===== config.mk =====
export PLATFORM = sky130hd
export DESIGN_NAME = ctac_top
export DESIGN_NICKNAME = d
export VERILOG_FILES = /design/src/rtl/ctac_pkg.sv /design/src/rtl/ctac_chan_cmp.sv /design/src/rtl/ctac_top.sv
export SDC_FILE = /design/constraint.sdc
export NUM_CORES = 1
export LEC_CHECK = 0
export CORE_ASPECT_RATIO = 1.2
export CORE_UTILIZATION = 45
export CTS_BUF_LIST = sky130_fd_sc_hd__clkbuf_2
export CTS_CLUSTER_DIAMETER = 120
export DETAILED_ROUTE_END_ITERATION = 8
export DONT_BUFFER_PORTS = 1
export SYNTH_ARGS = -nofsm -noshare
export SYNTH_HDL_FRONTEND = slang
export SYNTH_SLANG_ARGS = --single-unit
export TNS_END_PERCENT = 5

===== constraint.sdc =====
create_clock -name i_core_clk -period 7.2 [get_ports i_core_clk]
set_clock_uncertainty 0.05 [all_clocks]
set_input_delay 0.36 -clock i_core_clk [delete_from_list [all_inputs] [get_ports i_core_clk]]
set_output_delay 0.36 -clock i_core_clk [all_outputs]
set_load 0.005 [all_outputs]

===== src/rtl/ctac_pkg.sv =====
// constants and carrier types for the critical temperature alarm compare block
// assumes readings arrive as whole-degree bytes from conversion logic on the same clock
package ctac_pkg;

    // command bytes
    localparam logic [7:0] CMD_MASK_FIRST    = 8'h0C;
    localparam logic [7:0] CMD_MASK_SECOND   = 8'h0D;
    localparam logic [7:0] CMD_MASK_THIRD    = 8'h0E;
    localparam logic [7:0] CMD_DIODE_MODEL   = 8'h30;
    localparam logic [7:0] CMD_BETA_COMP     = 8'h32;
    localparam logic [7:0] CMD_LOCAL_LIMIT   = 8'h40;
    localparam logic [7:0] CMD_R1_T1_LIMIT   = 8'h41;
    localparam logic [7:0] CMD_R2_T1_LIMIT   = 8'h42;
    localparam logic [7:0] CMD_R1_T2_LIMIT   = 8'h49;
    localparam logic [7:0] CMD_R2_T2_LIMIT   = 8'h4A;
    localparam logic [7:0] CMD_ALARM_STATUS  = 8'h50;
    localparam logic [7:0] CMD_HYSTERESIS    = 8'h5A;
    localparam logic [7:0] CMD_MAKER_ID      = 8'hFE;
    localparam logic [7:0] CMD_SILICON_REVISION_IDENTIFIER   = 8'hFF;

    // values after reset
    localparam logic [2:0] RST_MASK_FIRST    = 3'h0;
    localparam logic [2:0] RST_MASK_SECOND   = 3'h0;
    localparam logic [2:0] RST_MASK_THIRD    = 3'h7;
    localparam logic [1:0] RST_DIODE_MODEL   = 2'h0;
    localparam logic [1:0] RST_BETA_COMP     = 2'h0;
    localparam logic [6:0] RST_LOCAL_LIMIT   = 7'h55;
    localparam logic [7:0] RST_TIER1_LIMIT   = 8'h6E;
    localparam logic [7:0] RST_TIER2_LIMIT   = 8'h55;
    localparam logic [4:0] RST_HYSTERESIS    = 5'h0A;

    // field widths and sign bit position
    localparam int HYST_W      = 5;
    localparam int LOCAL_W     = 7;
    localparam int MASK_W      = 3;
    localparam int LOCAL_SIGN  = 7;

    // comparator slots
    localparam int SLOT_LOCAL  = 0;
    localparam int SLOT_R1_T1  = 1;
    localparam int SLOT_R2_T1  = 2;
    localparam int SLOT_R1_T2  = 3;
    localparam int SLOT_R2_T2  = 4;
    localparam int NUM_SLOTS   = 5;

    // readings from the three channels, one byte each
    typedef struct packed {
        logic [7:0] remote_two;
        logic [7:0] remote_one;
        logic [7:0] local_temp;
    } ctac_readings_t;

    // per-output block bits, bit order as in the mask registers
    typedef struct packed {
        logic remote_two_block_bit;
        logic remote_one_block_bit;
        logic local_block_bit;
    } ctac_mask_t;

endpackage


===== src/rtl/ctac_chan_cmp.sv =====
// one channel against one limit with falling-temperature hysteresis
// assumes reading, limit and hysteresis are all on i_core_clk
`timescale 1ns/100ps
module ctac_chan_cmp #(
    parameter int TEMP_W = 8,
    parameter int HYST_W = 5
) (
    input  wire logic              i_core_clk,
    input  wire logic              i_sys_rst,
    input  wire logic [TEMP_W-1:0] i_temp,
    input  wire logic [TEMP_W-1:0] i_limit,
    input  wire logic [HYST_W-1:0] i_hyst,
    output logic                   o_event
);

    logic [TEMP_W:0] lowered_sum;
    logic            next_event;

    // temp + hyst < limit avoids an underflow when hyst exceeds limit
    assign lowered_sum = {1'b0, i_temp} + {{(TEMP_W + 1 - HYST_W){1'b0}}, i_hyst};

    always_comb begin
        next_event = o_event;
        if (!o_event) begin
            if (i_temp > i_limit) begin
                next_event = 1'b1;
            end
        end else if (lowered_sum < {1'b0, i_limit}) begin
            next_event = 1'b0;
        end
    end

    always_ff @(posedge i_core_clk) begin
        if (i_sys_rst) begin
            o_event <= 1'b0;
        end else begin
            o_event <= next_event;
        end
    end

endmodule


===== src/rtl/ctac_top.sv =====
// critical temperature alarm compare: limit, hysteresis, mask and id registers
// and three active-low alarm outputs
// assumes a bus engine delivers decoded command-byte reads and writes as strobes
//
// Summary of operation
// - first alarm judges remotes on first-tier limits, local on the local limit
// - second and third alarms judge remotes on second-tier limits, local on local limit
// - one shared hysteresis lowers every limit, only while temperature falls
// - hysteresis register at command 0x5A, resets to 0x0A
// - hysteresis bits 4..0 unsigned whole degrees, 0 to 31 degrees
// - hysteresis bits 7..5 read-only and read zero
// - per remote input diode model select setting
// - per remote channel beta compensation can be switched off
// - mask bit set blocks that channel's event from that output
// - remote limits unsigned 0..255, first tier reset 0x6E, second 0x55
// - local limit 7 bits, bit 7 reads zero, resets 0x55
`timescale 1ns/100ps
module ctac_top #(
    parameter logic [7:0] MAKER_ID    = 8'h5C, // arbitrary value
    parameter logic [7:0] SILICON_REVISION_IDENTIFIER = 8'h3A  // arbitrary value
) (
    input  wire logic                    i_core_clk,
    input  wire logic                    i_sys_rst,
    input  wire ctac_pkg::ctac_readings_t i_readings,
    input  wire logic [7:0]              i_cmd,
    input  wire logic                    i_wr_stb,
    input  wire logic [7:0]              i_wr_data,
    input  wire logic                    i_rd_stb,
    output logic [7:0]                   o_rd_data,
    output logic                         o_rd_valid,
    output logic                         o_alarm_out_first_n,
    output logic                         o_alarm_out_second_n,
    output logic                         o_alarm_out_third_n,
    output logic [1:0]                   o_diode_model,
    output logic [1:0]                   o_beta_comp_en
);

    ctac_pkg::ctac_mask_t                 mask_first;
    ctac_pkg::ctac_mask_t                 mask_second;
    ctac_pkg::ctac_mask_t                 mask_third;
    logic [ctac_pkg::LOCAL_W-1:0]         local_limit;
    logic [7:0]                           r1_t1_limit;
    logic [7:0]                           r2_t1_limit;
    logic [7:0]                           r1_t2_limit;
    logic [7:0]                           r2_t2_limit;
    logic [ctac_pkg::HYST_W-1:0]          hysteresis;
    logic [7:0]                           slot_temp  [ctac_pkg::NUM_SLOTS];
    logic [7:0]                           slot_limit [ctac_pkg::NUM_SLOTS];
    logic [ctac_pkg::NUM_SLOTS-1:0]       slot_event;
    logic [7:0]                           local_clamped;
    logic [2:0]                           events_first;
    logic [2:0]                           events_tier2;
    logic [7:0]                           next_rd_data;

    // register writes
    always_ff @(posedge i_core_clk) begin
        if (i_sys_rst) begin
            mask_first  <= ctac_pkg::RST_MASK_FIRST;
            mask_second <= ctac_pkg::RST_MASK_SECOND;
            mask_third  <= ctac_pkg::RST_MASK_THIRD;
            local_limit <= ctac_pkg::RST_LOCAL_LIMIT;
            r1_t1_limit <= ctac_pkg::RST_TIER1_LIMIT;
            r2_t1_limit <= ctac_pkg::RST_TIER1_LIMIT;
            r1_t2_limit <= ctac_pkg::RST_TIER2_LIMIT;
            r2_t2_limit <= ctac_pkg::RST_TIER2_LIMIT;
            hysteresis  <= ctac_pkg::RST_HYSTERESIS;
        end else if (i_wr_stb) begin
            if (i_cmd == ctac_pkg::CMD_MASK_FIRST) begin
                mask_first <= i_wr_data[ctac_pkg::MASK_W-1:0];
            end else if (i_cmd == ctac_pkg::CMD_MASK_SECOND) begin
                mask_second <= i_wr_data[ctac_pkg::MASK_W-1:0];
            end else if (i_cmd == ctac_pkg::CMD_MASK_THIRD) begin
                mask_third <= i_wr_data[ctac_pkg::MASK_W-1:0];
            end else if (i_cmd == ctac_pkg::CMD_LOCAL_LIMIT) begin
                local_limit <= i_wr_data[ctac_pkg::LOCAL_W-1:0];
            end else if (i_cmd == ctac_pkg::CMD_R1_T1_LIMIT) begin
                r1_t1_limit <= i_wr_data;
            end else if (i_cmd == ctac_pkg::CMD_R2_T1_LIMIT) begin
                r2_t1_limit <= i_wr_data;
            end else if (i_cmd == ctac_pkg::CMD_R1_T2_LIMIT) begin
                r1_t2_limit <= i_wr_data;
            end else if (i_cmd == ctac_pkg::CMD_R2_T2_LIMIT) begin
                r2_t2_limit <= i_wr_data;
            end else if (i_cmd == ctac_pkg::CMD_HYSTERESIS) begin
                hysteresis <= i_wr_data[ctac_pkg::HYST_W-1:0];
            end
        end
    end

    // analog front-end settings, bit 0 remote one, bit 1 remote two
    always_ff @(posedge i_core_clk) begin
        if (i_sys_rst) begin
            o_diode_model  <= ctac_pkg::RST_DIODE_MODEL;
            o_beta_comp_en <= ctac_pkg::RST_BETA_COMP;
        end else if (i_wr_stb) begin
            if (i_cmd == ctac_pkg::CMD_DIODE_MODEL) begin
                o_diode_model <= i_wr_data[1:0];
            end else if (i_cmd == ctac_pkg::CMD_BETA_COMP) begin
                o_beta_comp_en <= i_wr_data[1:0];
            end
        end
    end

    // register reads; unused and read-only bits return zero
    always_comb begin
        next_rd_data = 8'h00;
        if (i_cmd == ctac_pkg::CMD_MASK_FIRST) begin
            next_rd_data = {5'h00, mask_first};
        end else if (i_cmd == ctac_pkg::CMD_MASK_SECOND) begin
            next_rd_data = {5'h00, mask_second};
        end else if (i_cmd == ctac_pkg::CMD_MASK_THIRD) begin
            next_rd_data = {5'h00, mask_third};
        end else if (i_cmd == ctac_pkg::CMD_DIODE_MODEL) begin
            next_rd_data = {6'h00, o_diode_model};
        end else if (i_cmd == ctac_pkg::CMD_BETA_COMP) begin
            next_rd_data = {6'h00, o_beta_comp_en};
        end else if (i_cmd == ctac_pkg::CMD_LOCAL_LIMIT) begin
            next_rd_data = {1'b0, local_limit};
        end else if (i_cmd == ctac_pkg::CMD_R1_T1_LIMIT) begin
            next_rd_data = r1_t1_limit;
        end else if (i_cmd == ctac_pkg::CMD_R2_T1_LIMIT) begin
            next_rd_data = r2_t1_limit;
        end else if (i_cmd == ctac_pkg::CMD_R1_T2_LIMIT) begin
            next_rd_data = r1_t2_limit;
        end else if (i_cmd == ctac_pkg::CMD_R2_T2_LIMIT) begin
            next_rd_data = r2_t2_limit;
        end else if (i_cmd == ctac_pkg::CMD_ALARM_STATUS) begin
            next_rd_data = {5'h00, ~o_alarm_out_third_n, ~o_alarm_out_second_n,
                            ~o_alarm_out_first_n};
        end else if (i_cmd == ctac_pkg::CMD_HYSTERESIS) begin
            next_rd_data = {3'h0, hysteresis};
        end else if (i_cmd == ctac_pkg::CMD_MAKER_ID) begin
            next_rd_data = MAKER_ID;
        end else if (i_cmd == ctac_pkg::CMD_SILICON_REVISION_IDENTIFIER) begin
            next_rd_data = SILICON_REVISION_IDENTIFIER;
        end
    end

    always_ff @(posedge i_core_clk) begin
        if (i_sys_rst) begin
            o_rd_data  <= 8'h00;
            o_rd_valid <= 1'b0;
        end else begin
            o_rd_valid <= i_rd_stb;
            if (i_rd_stb) begin
                o_rd_data <= next_rd_data;
            end
        end
    end

    // a negative local reading can never exceed a 0..127 limit, so clamp it to zero
    assign local_clamped = i_readings.local_temp[ctac_pkg::LOCAL_SIGN] ? 8'h00
                                                                       : i_readings.local_temp;

    // one local comparator serves all three outputs since they share the local limit
    always_comb begin
        slot_temp[ctac_pkg::SLOT_LOCAL]  = local_clamped;
        slot_limit[ctac_pkg::SLOT_LOCAL] = {1'b0, local_limit};
        slot_temp[ctac_pkg::SLOT_R1_T1]  = i_readings.remote_one;
        slot_limit[ctac_pkg::SLOT_R1_T1] = r1_t1_limit;
        slot_temp[ctac_pkg::SLOT_R2_T1]  = i_readings.remote_two;
        slot_limit[ctac_pkg::SLOT_R2_T1] = r2_t1_limit;
        slot_temp[ctac_pkg::SLOT_R1_T2]  = i_readings.remote_one;
        slot_limit[ctac_pkg::SLOT_R1_T2] = r1_t2_limit;
        slot_temp[ctac_pkg::SLOT_R2_T2]  = i_readings.remote_two;
        slot_limit[ctac_pkg::SLOT_R2_T2] = r2_t2_limit;
    end

    for (genvar s = 0; s < ctac_pkg::NUM_SLOTS; s++) begin : g_slot
        ctac_chan_cmp #(
            .TEMP_W (8),
            .HYST_W (ctac_pkg::HYST_W)
        ) u_cmp (
            .i_core_clk (i_core_clk),
            .i_sys_rst  (i_sys_rst),
            .i_temp     (slot_temp[s]),
            .i_limit    (slot_limit[s]),
            .i_hyst     (hysteresis),
            .o_event    (slot_event[s])
        );
    end

    assign events_first = {slot_event[ctac_pkg::SLOT_R2_T1], slot_event[ctac_pkg::SLOT_R1_T1],
                           slot_event[ctac_pkg::SLOT_LOCAL]};
    assign events_tier2 = {slot_event[ctac_pkg::SLOT_R2_T2], slot_event[ctac_pkg::SLOT_R1_T2],
                           slot_event[ctac_pkg::SLOT_LOCAL]};

    // alarm pins, low while any unmasked event is active
    always_ff @(posedge i_core_clk) begin
        if (i_sys_rst) begin
            o_alarm_out_first_n  <= 1'b1;
            o_alarm_out_second_n <= 1'b1;
            o_alarm_out_third_n  <= 1'b1;
        end else begin
            o_alarm_out_first_n  <= ~|(events_first & ~mask_first);
            o_alarm_out_second_n <= ~|(events_tier2 & ~mask_second);
            o_alarm_out_third_n  <= ~|(events_tier2 & ~mask_third);
        end
    end

endmodule


Yosys cells after proc, flatten, opt, wreduce, memory -nomap -nowiden

Cells that the tools add are included.

Register bits after elaboration: 74
Input port bits: 44
Word-level logic and storage cells: 119

Muxes and demuxes: 30
Add/sub/neg operators: 3
Magnitude comparators: 10
Eq/ne operators: 14
Bitwise logic cells: 18
Reductions and logical operators: 17

Operator list:

| kind                                                             | count |
|---|---|
| 8-bit two-way mux                                                | 10 |
| 8-bit by 7-bit == test with 1-bit output (second input constant) | 7 |
| 9-bit by 8-bit < comparator with 1-bit output                    | 4 |
| 8-bit greater-than comparator                                    | 4 |
| 7-bit two-way mux                                                | 4 |
| 8-bit by 4-bit == test with 1-bit output (second input constant) | 3 |
| 8-bit by 5-bit adder with 9-bit output                           | 2 |
| 8-bit by 6-bit == test with 1-bit output (second input constant) | 2 |
| 8-bit == test (second input constant)                            | 2 |
| 1-bit two-way mux                                                | 15 |
| 1-bit inverter                                                   | 12 |
| 10-bit AND reduction                                             | 1 |
| 3-bit AND                                                        | 3 |
| 9-bit by 7-bit < comparator with 1-bit output                    | 1 |
| 3-bit inverter                                                   | 3 |
| 9-bit AND reduction                                              | 1 |
| 3-bit OR reduction                                               | 3 |
| 7-bit by 5-bit adder with 8-bit output                           | 1 |
| 8-bit AND reduction                                              | 1 |
| 7-bit greater-than comparator                                    | 1 |
| 7-bit AND reduction                                              | 1 |
| 6-bit two-way mux                                                | 1 |
| 3-bit AND reduction                                              | 2 |
| 6-bit AND reduction                                              | 1 |
| 4 further kinds                                                  | 7 |

Logic depth before layout (Yosys ltp)

Depth in word-level cells: 15
Mapped depth: 15

Hierarchy

A second synthesis with hierarchy kept.

Cell total of the unflattened synthesis: 853
Area, all modules: 6767.7 µm²

By module, submodules not included:

| module                               | area each (µm²) | cells each | instances |
|---|---|---|---|
| ctac_top                             | 3447.1          | 428        | 1 |
| ctac_chan_cmp at g_slot[0].u_cmp ... | 663.1           | 84         | 4 |
| ctac_chan_cmp at g_slot[4].u_cmp     | 668.1           | 89         | 1 |

Worst setup path after synthesis

Ideal clock, no wire load.

Path type: input to register
Start point: in i_readings[7] (netlist name)
End point: reg g_slot[0].u_cmp.o_event
Stages: 13
Path slack: 4.129 ns
Data arrival time: 2.907 ns
Setup time: 0.114 ns
Buffers on the path: 1
Path through: clkbuf_1 -> nor2b_1 -> ha_1 -> ha_1 -> a21oi_1 -> o21ai_0 -> and4b_1 -> o311a_1 -> mux2_2 -> ha_1 -> o2111a_1 -> a21oi_1 -> a2111oi_0

Longest elaborated chain between the ends: 5
Elaborated cells between the ends (all ways): 7
Classes of those cells: add/sub: 1; order compare: 2; mux: 4

Ends and longest elaborated chain:

| element                                       | line                | source |
|---|---|---|
| start, declared                               | ctac_top.sv:24      | `input wire ctac_pkg::ctac_readings_t i_readings,` |
| 7-bit two-way mux *                           | ctac_top.sv:152     | `assign local_clamped = i_readings.local_temp[ctac_pkg::LOCAL_SIGN] ? 8'h00` |
| 7-bit by 5-bit adder with 8-bit output        | ctac_chan_cmp.sv:20 | `assign lowered_sum = {1'b0, i_temp} + {{(TEMP_W + 1 - HYST_W){1'b0}}, i_hyst};` |
| 9-bit by 7-bit < comparator with 1-bit output | ctac_chan_cmp.sv:28 | `end else if (lowered_sum < {1'b0, i_limit}) begin` |
| 1-bit two-way mux                             | ctac_chan_cmp.sv:28 |  |
| 1-bit two-way mux *                           | ctac_chan_cmp.sv:24 | `if (!o_event) begin` |
| end signal, assigned                          | ctac_chan_cmp.sv:37 | `o_event <= next_event;` |
| end, declared                                 | ctac_chan_cmp.sv:13 | `output logic o_event` |

Every way passes the cells marked *; elsewhere a longest branch is shown, timed or not.
A chain may end at the register's enable or synchronous reset.

Worst setup path in the final report

Start point: reg hysteresis[1] (netlist name)
End point: reg g_slot[0].u_cmp.o_event

Longest elaborated chain between the ends: 4

Ends and longest elaborated chain:

| element                                       | line                | source |
|---|---|---|
| start, declared                               | ctac_top.sv:46      | `logic [ctac_pkg::HYST_W-1:0] hysteresis;` |
| start signal, assigned                        | ctac_top.sv:66      | `hysteresis <= ctac_pkg::RST_HYSTERESIS;` |
| start signal, assigned                        | ctac_top.sv:85      | `hysteresis <= i_wr_data[ctac_pkg::HYST_W-1:0];` |
| 7-bit by 5-bit adder with 8-bit output        | ctac_chan_cmp.sv:20 |  |
| 9-bit by 7-bit < comparator with 1-bit output | ctac_chan_cmp.sv:28 |  |
| 1-bit two-way mux                             | ctac_chan_cmp.sv:28 |  |
| 1-bit two-way mux                             | ctac_chan_cmp.sv:24 |  |

Every way passes these cells.

==> key figures <==
Status
  • Status: finished clean

Floorplanning
  • Die area: 14200 um2
  • Starting density of the core: 0.465
  • Core Rows: 46
  • Die height: 130 um
  • Die X: 109 um
  • Core Region: 13300 um2
  • Io pins: 60

Clock tree
  • Post-CTS setup buffers: 0
  • Root Buffer: clkbuf_2
  • CTS tree: done
  • Worst-Skew Late Latency: 570 ps
  • Num CTS Buffers: 9
  • Clk sink count: 74
  • CTS H-Tree Depth: 3
  • Clk buf depth: 2
  • Clock transition at the registers of the reported paths: 240 ps

Synthesis
  • Seq/Total Area, Yosys: 0.240
  • Asr flop ratio synth: 0
  • Mean Syn Cell Area: 8.19 um2
  • Yosys top cell area share: 0.240
  • Post-synth top area cell: dfxtp_1
  • Ys Warns: 0
  • Netlist cell types: 72
  • Cells after Synth: 755
  • Ranking of synthesized cells by area: dfxtp_1 (24%), ha_1 (17%), mux2i_1 (5.7%)
  • Top_reg_cell synth: dfxtp_1
  • Mapped cell area: 6180 um2
  • Count of flip-flops with a built-in enable after synthesis: 0
  • Post-synthesis register bit count: 74
  • Synthesized Nets: 886

Drt
  • Routed vias: 5788
  • Initial detailed-routing violation count: 472
  • Post-route ant nets: 0
  • DRC: 0
  • Routed wire per std cell: 21.6 um
  • Via-to-Cell Ratio: 6.28
  • WL final: 19.9 mm
  • DR pass1 iterations: 5

Setup path
  • R2r setup slk: 4150 ps
  • Worst reg2reg startpoint: hysteresis[1]
  • CP endpoint: g_slot[0].u_cmp.o_event
  • Critical path startpoint: hysteresis[1]
  • Worst setup EP type: flip-flop
  • CP Max Fanout: 6
  • CP Class: reg2reg
  • Worst EP required: 7640 ps
  • Startpoint Class: flip-flop
  • Reg-to-Reg End: g_slot[0].u_cmp.o_event
  • Reg2Reg Depth: 12
  • Worst path arrival time: 3490 ps

Place
  • Buffers on Ports: 0
  • Pre-CTS setup slack: 4120 ps
  • DPL Wire Length: 15.1 mm
  • DP Area: 6260 um2
  • Final GP Congestion: 0.972

Global route
  • Largest net degree at the start of global routing: 60
  • All-Layer GR Usage: 0.287
  • GRT Residual Overflow: 0
  • Initial antenna violation count: 0
  • Vias in the first global route: 5629
  • First-pass GRT wire length: 30.5 mm

Min path
  • Min-delay src: i_wr_stb
  • HP Class: in2reg

Power
  • Int Pwr: 0.000590 W
  • Comb pwr share: 0.182
  • VDD IR max: 0.0963 mV
  • Net Switching: 0.000246 W
  • Switching share of power: 0.295
  • Power Dens Cells: 128 nW/um2
  • Reg power frac: 0.501
  • Leakage: 2.80 nW
  • Clock share of power: 0.318

Cells and area
  • Commonest non-fill, non-tap cell in the layout: ha_1
  • Area grow syn2layout: 5.89%
  • Final net count: 879
  • Fraction of layout instances using a drive strength above 1: 0.0372
  • Commonest cells after routing, fill and taps aside: ha_1 (85), dfxtp_1 (74), nor2_1 (70), inv_1 (61), a21oi_1 (52)
  • Diode count: 0
  • Final Instance Area: 6540 um2
  • Utilization after layout: 0.492

Timing
  • Slew HR: 0.371
  • Max Clk Rate: 328 MHz
  • Hold_ws: 27.2 ps
  • Final Setup Violations: 0
  • Final-report hold violation count: 0
  • Minimum clock period: 3050 ps
  • Final period utilization: 0.424
  • Final Slew Violations: 0
  • Worst-Margin Slew: 942 ps
  • RSZ-0062 raised after global routing: false
  • Setup ws final: 4150 ps
  • Sum Neg Setup Slack: 0 ps

Run
  • Number of max-cap violations: 0
[kinds of logic after synthesis]
| kind of cell | count (synthesis) | synth area share |
|---|---|---|
| and+or+nand+nor | 237 | 0.204 |
| AOI/OAI and AO/OA | 212 | 0.239 |
| buffers and inverters | 95 | 0.0609 |
| adders and majority gates | 88 | 0.180 |
| DFF | 74 | 0.240 |
| muxes | 36 | 0.0585 |
| xor gates and xnor gates | 13 | 0.0184 |
[registers in the layout (all words and copies together), names as in the netlist, 2 cells and up]
register and flops:
local_limit 7, hysteresis 5, o_diode_model 2, r1_t1_limit 8
o_beta_comp_en 2, mask_third 3, r1_t2_limit 8, mask_second 3
o_rd_data 8, r2_t2_limit 8, r2_t1_limit 8, g_slot.u_cmp.o_event 5
mask_first 3
[worst max-delay path, cell delays in order, from the launching register on]
cell and delay (ps):
dfxtp_1 460, inv_1 190, xnor2_1 180, ha_1 250, a21oi_1 160, o21ai_0 90
and4b_1 230, o311a_1 290, mux2_2 270, ha_1 300, o2111a_1 170, a21oi_1 60
a2111oi_0 310
[power by group through the flow]
stage | Clock (W) | Sequential [W] | Combinational, W
floorplan | 0 | 0.000425 | 0.000116
global placement | 0 | 0.000427 | 0.000126
detailed placement | 0 | 0.000427 | 0.000131
CTS | 0.000271 | 0.000419 | 0.000151
global route | 0.000286 | 0.000420 | 0.000170
finish | 0.000266 | 0.000419 | 0.000152
[cell usage after synthesis, types with 4 or more instances]
master / n
o21a_1: 5
a21oi_1: 52
a21boi_0: 4
inv_1: 61
dfxtp_1: 74
nor2_1: 70
nor4_1: 6
o31ai_1: 6
o211ai_1: 16
nand2_1: 48
nand2b_1: 18
nand4_1: 8
ha_1: 85
nor3_1: 14
a221oi_1: 6
mux2i_1: 35
o21ai_0: 37
a22oi_1: 4
xnor2_1: 13
o22ai_1: 6
nor4b_1: 4
nand3_1: 8
and3_1: 13
nor3b_1: 5
clkbuf_1: 27
o2111a_1: 4
a211o_1: 16
a32oi_1: 5
nor2b_1: 23
a21o_1: 11
[final cells by class]
type | count | area, um2
Multi-Input combinational cell | 586 | 4320
Sequential cell | 74 | 1480
Tap cell | 168 | 210
Clock buffer | 9 | 45.0
Inverter | 61 | 229
Clock inverter | 7 | 83.8
Timing Repair Buffer | 16 | 173
Fill cell | 1284 | 6750
[per-layer routing]
metal | share of wire | wire (um) | track usage | up-vias
met4 | 0.027 | 536 | 0.102 | 0
met2 | 0.49 | 9670 | 0.503 | 229
met1 | 0.41 | 8240 | 0.339 | 2750
li1 | - | - | - | 2764
met5 | 0 | 0 | 0 | -
met3 | 0.072 | 1430 | 0.0689 | 45
[metrics by stage]
step           power (W)  std cells
2_1_floorplan   0.000541        755
3_3_place_gp    0.000553        891
3_5_place_dp    0.000557        891
4_1_cts         0.000840        920
5_1_grt         0.000875        921
6_report        0.000836        921
[repair_timing]
action | CTS | global route
endpoints found under the hold margin | 69 | 1
hold buffers | 13 | 1
resized for setup | 0 | 0
[how the worst min path moves through the flow]
stage / end / cells after the start
finish: o_beta_comp_en[0] / 3
global route: o_rd_data[1] / 3
detailed placement: local_limit[1] / 1
global placement: local_limit[1] / 1
CTS: o_rd_data[7] / 3
floorplan: local_limit[3] / 2
(Power assumes the default switching activity.)
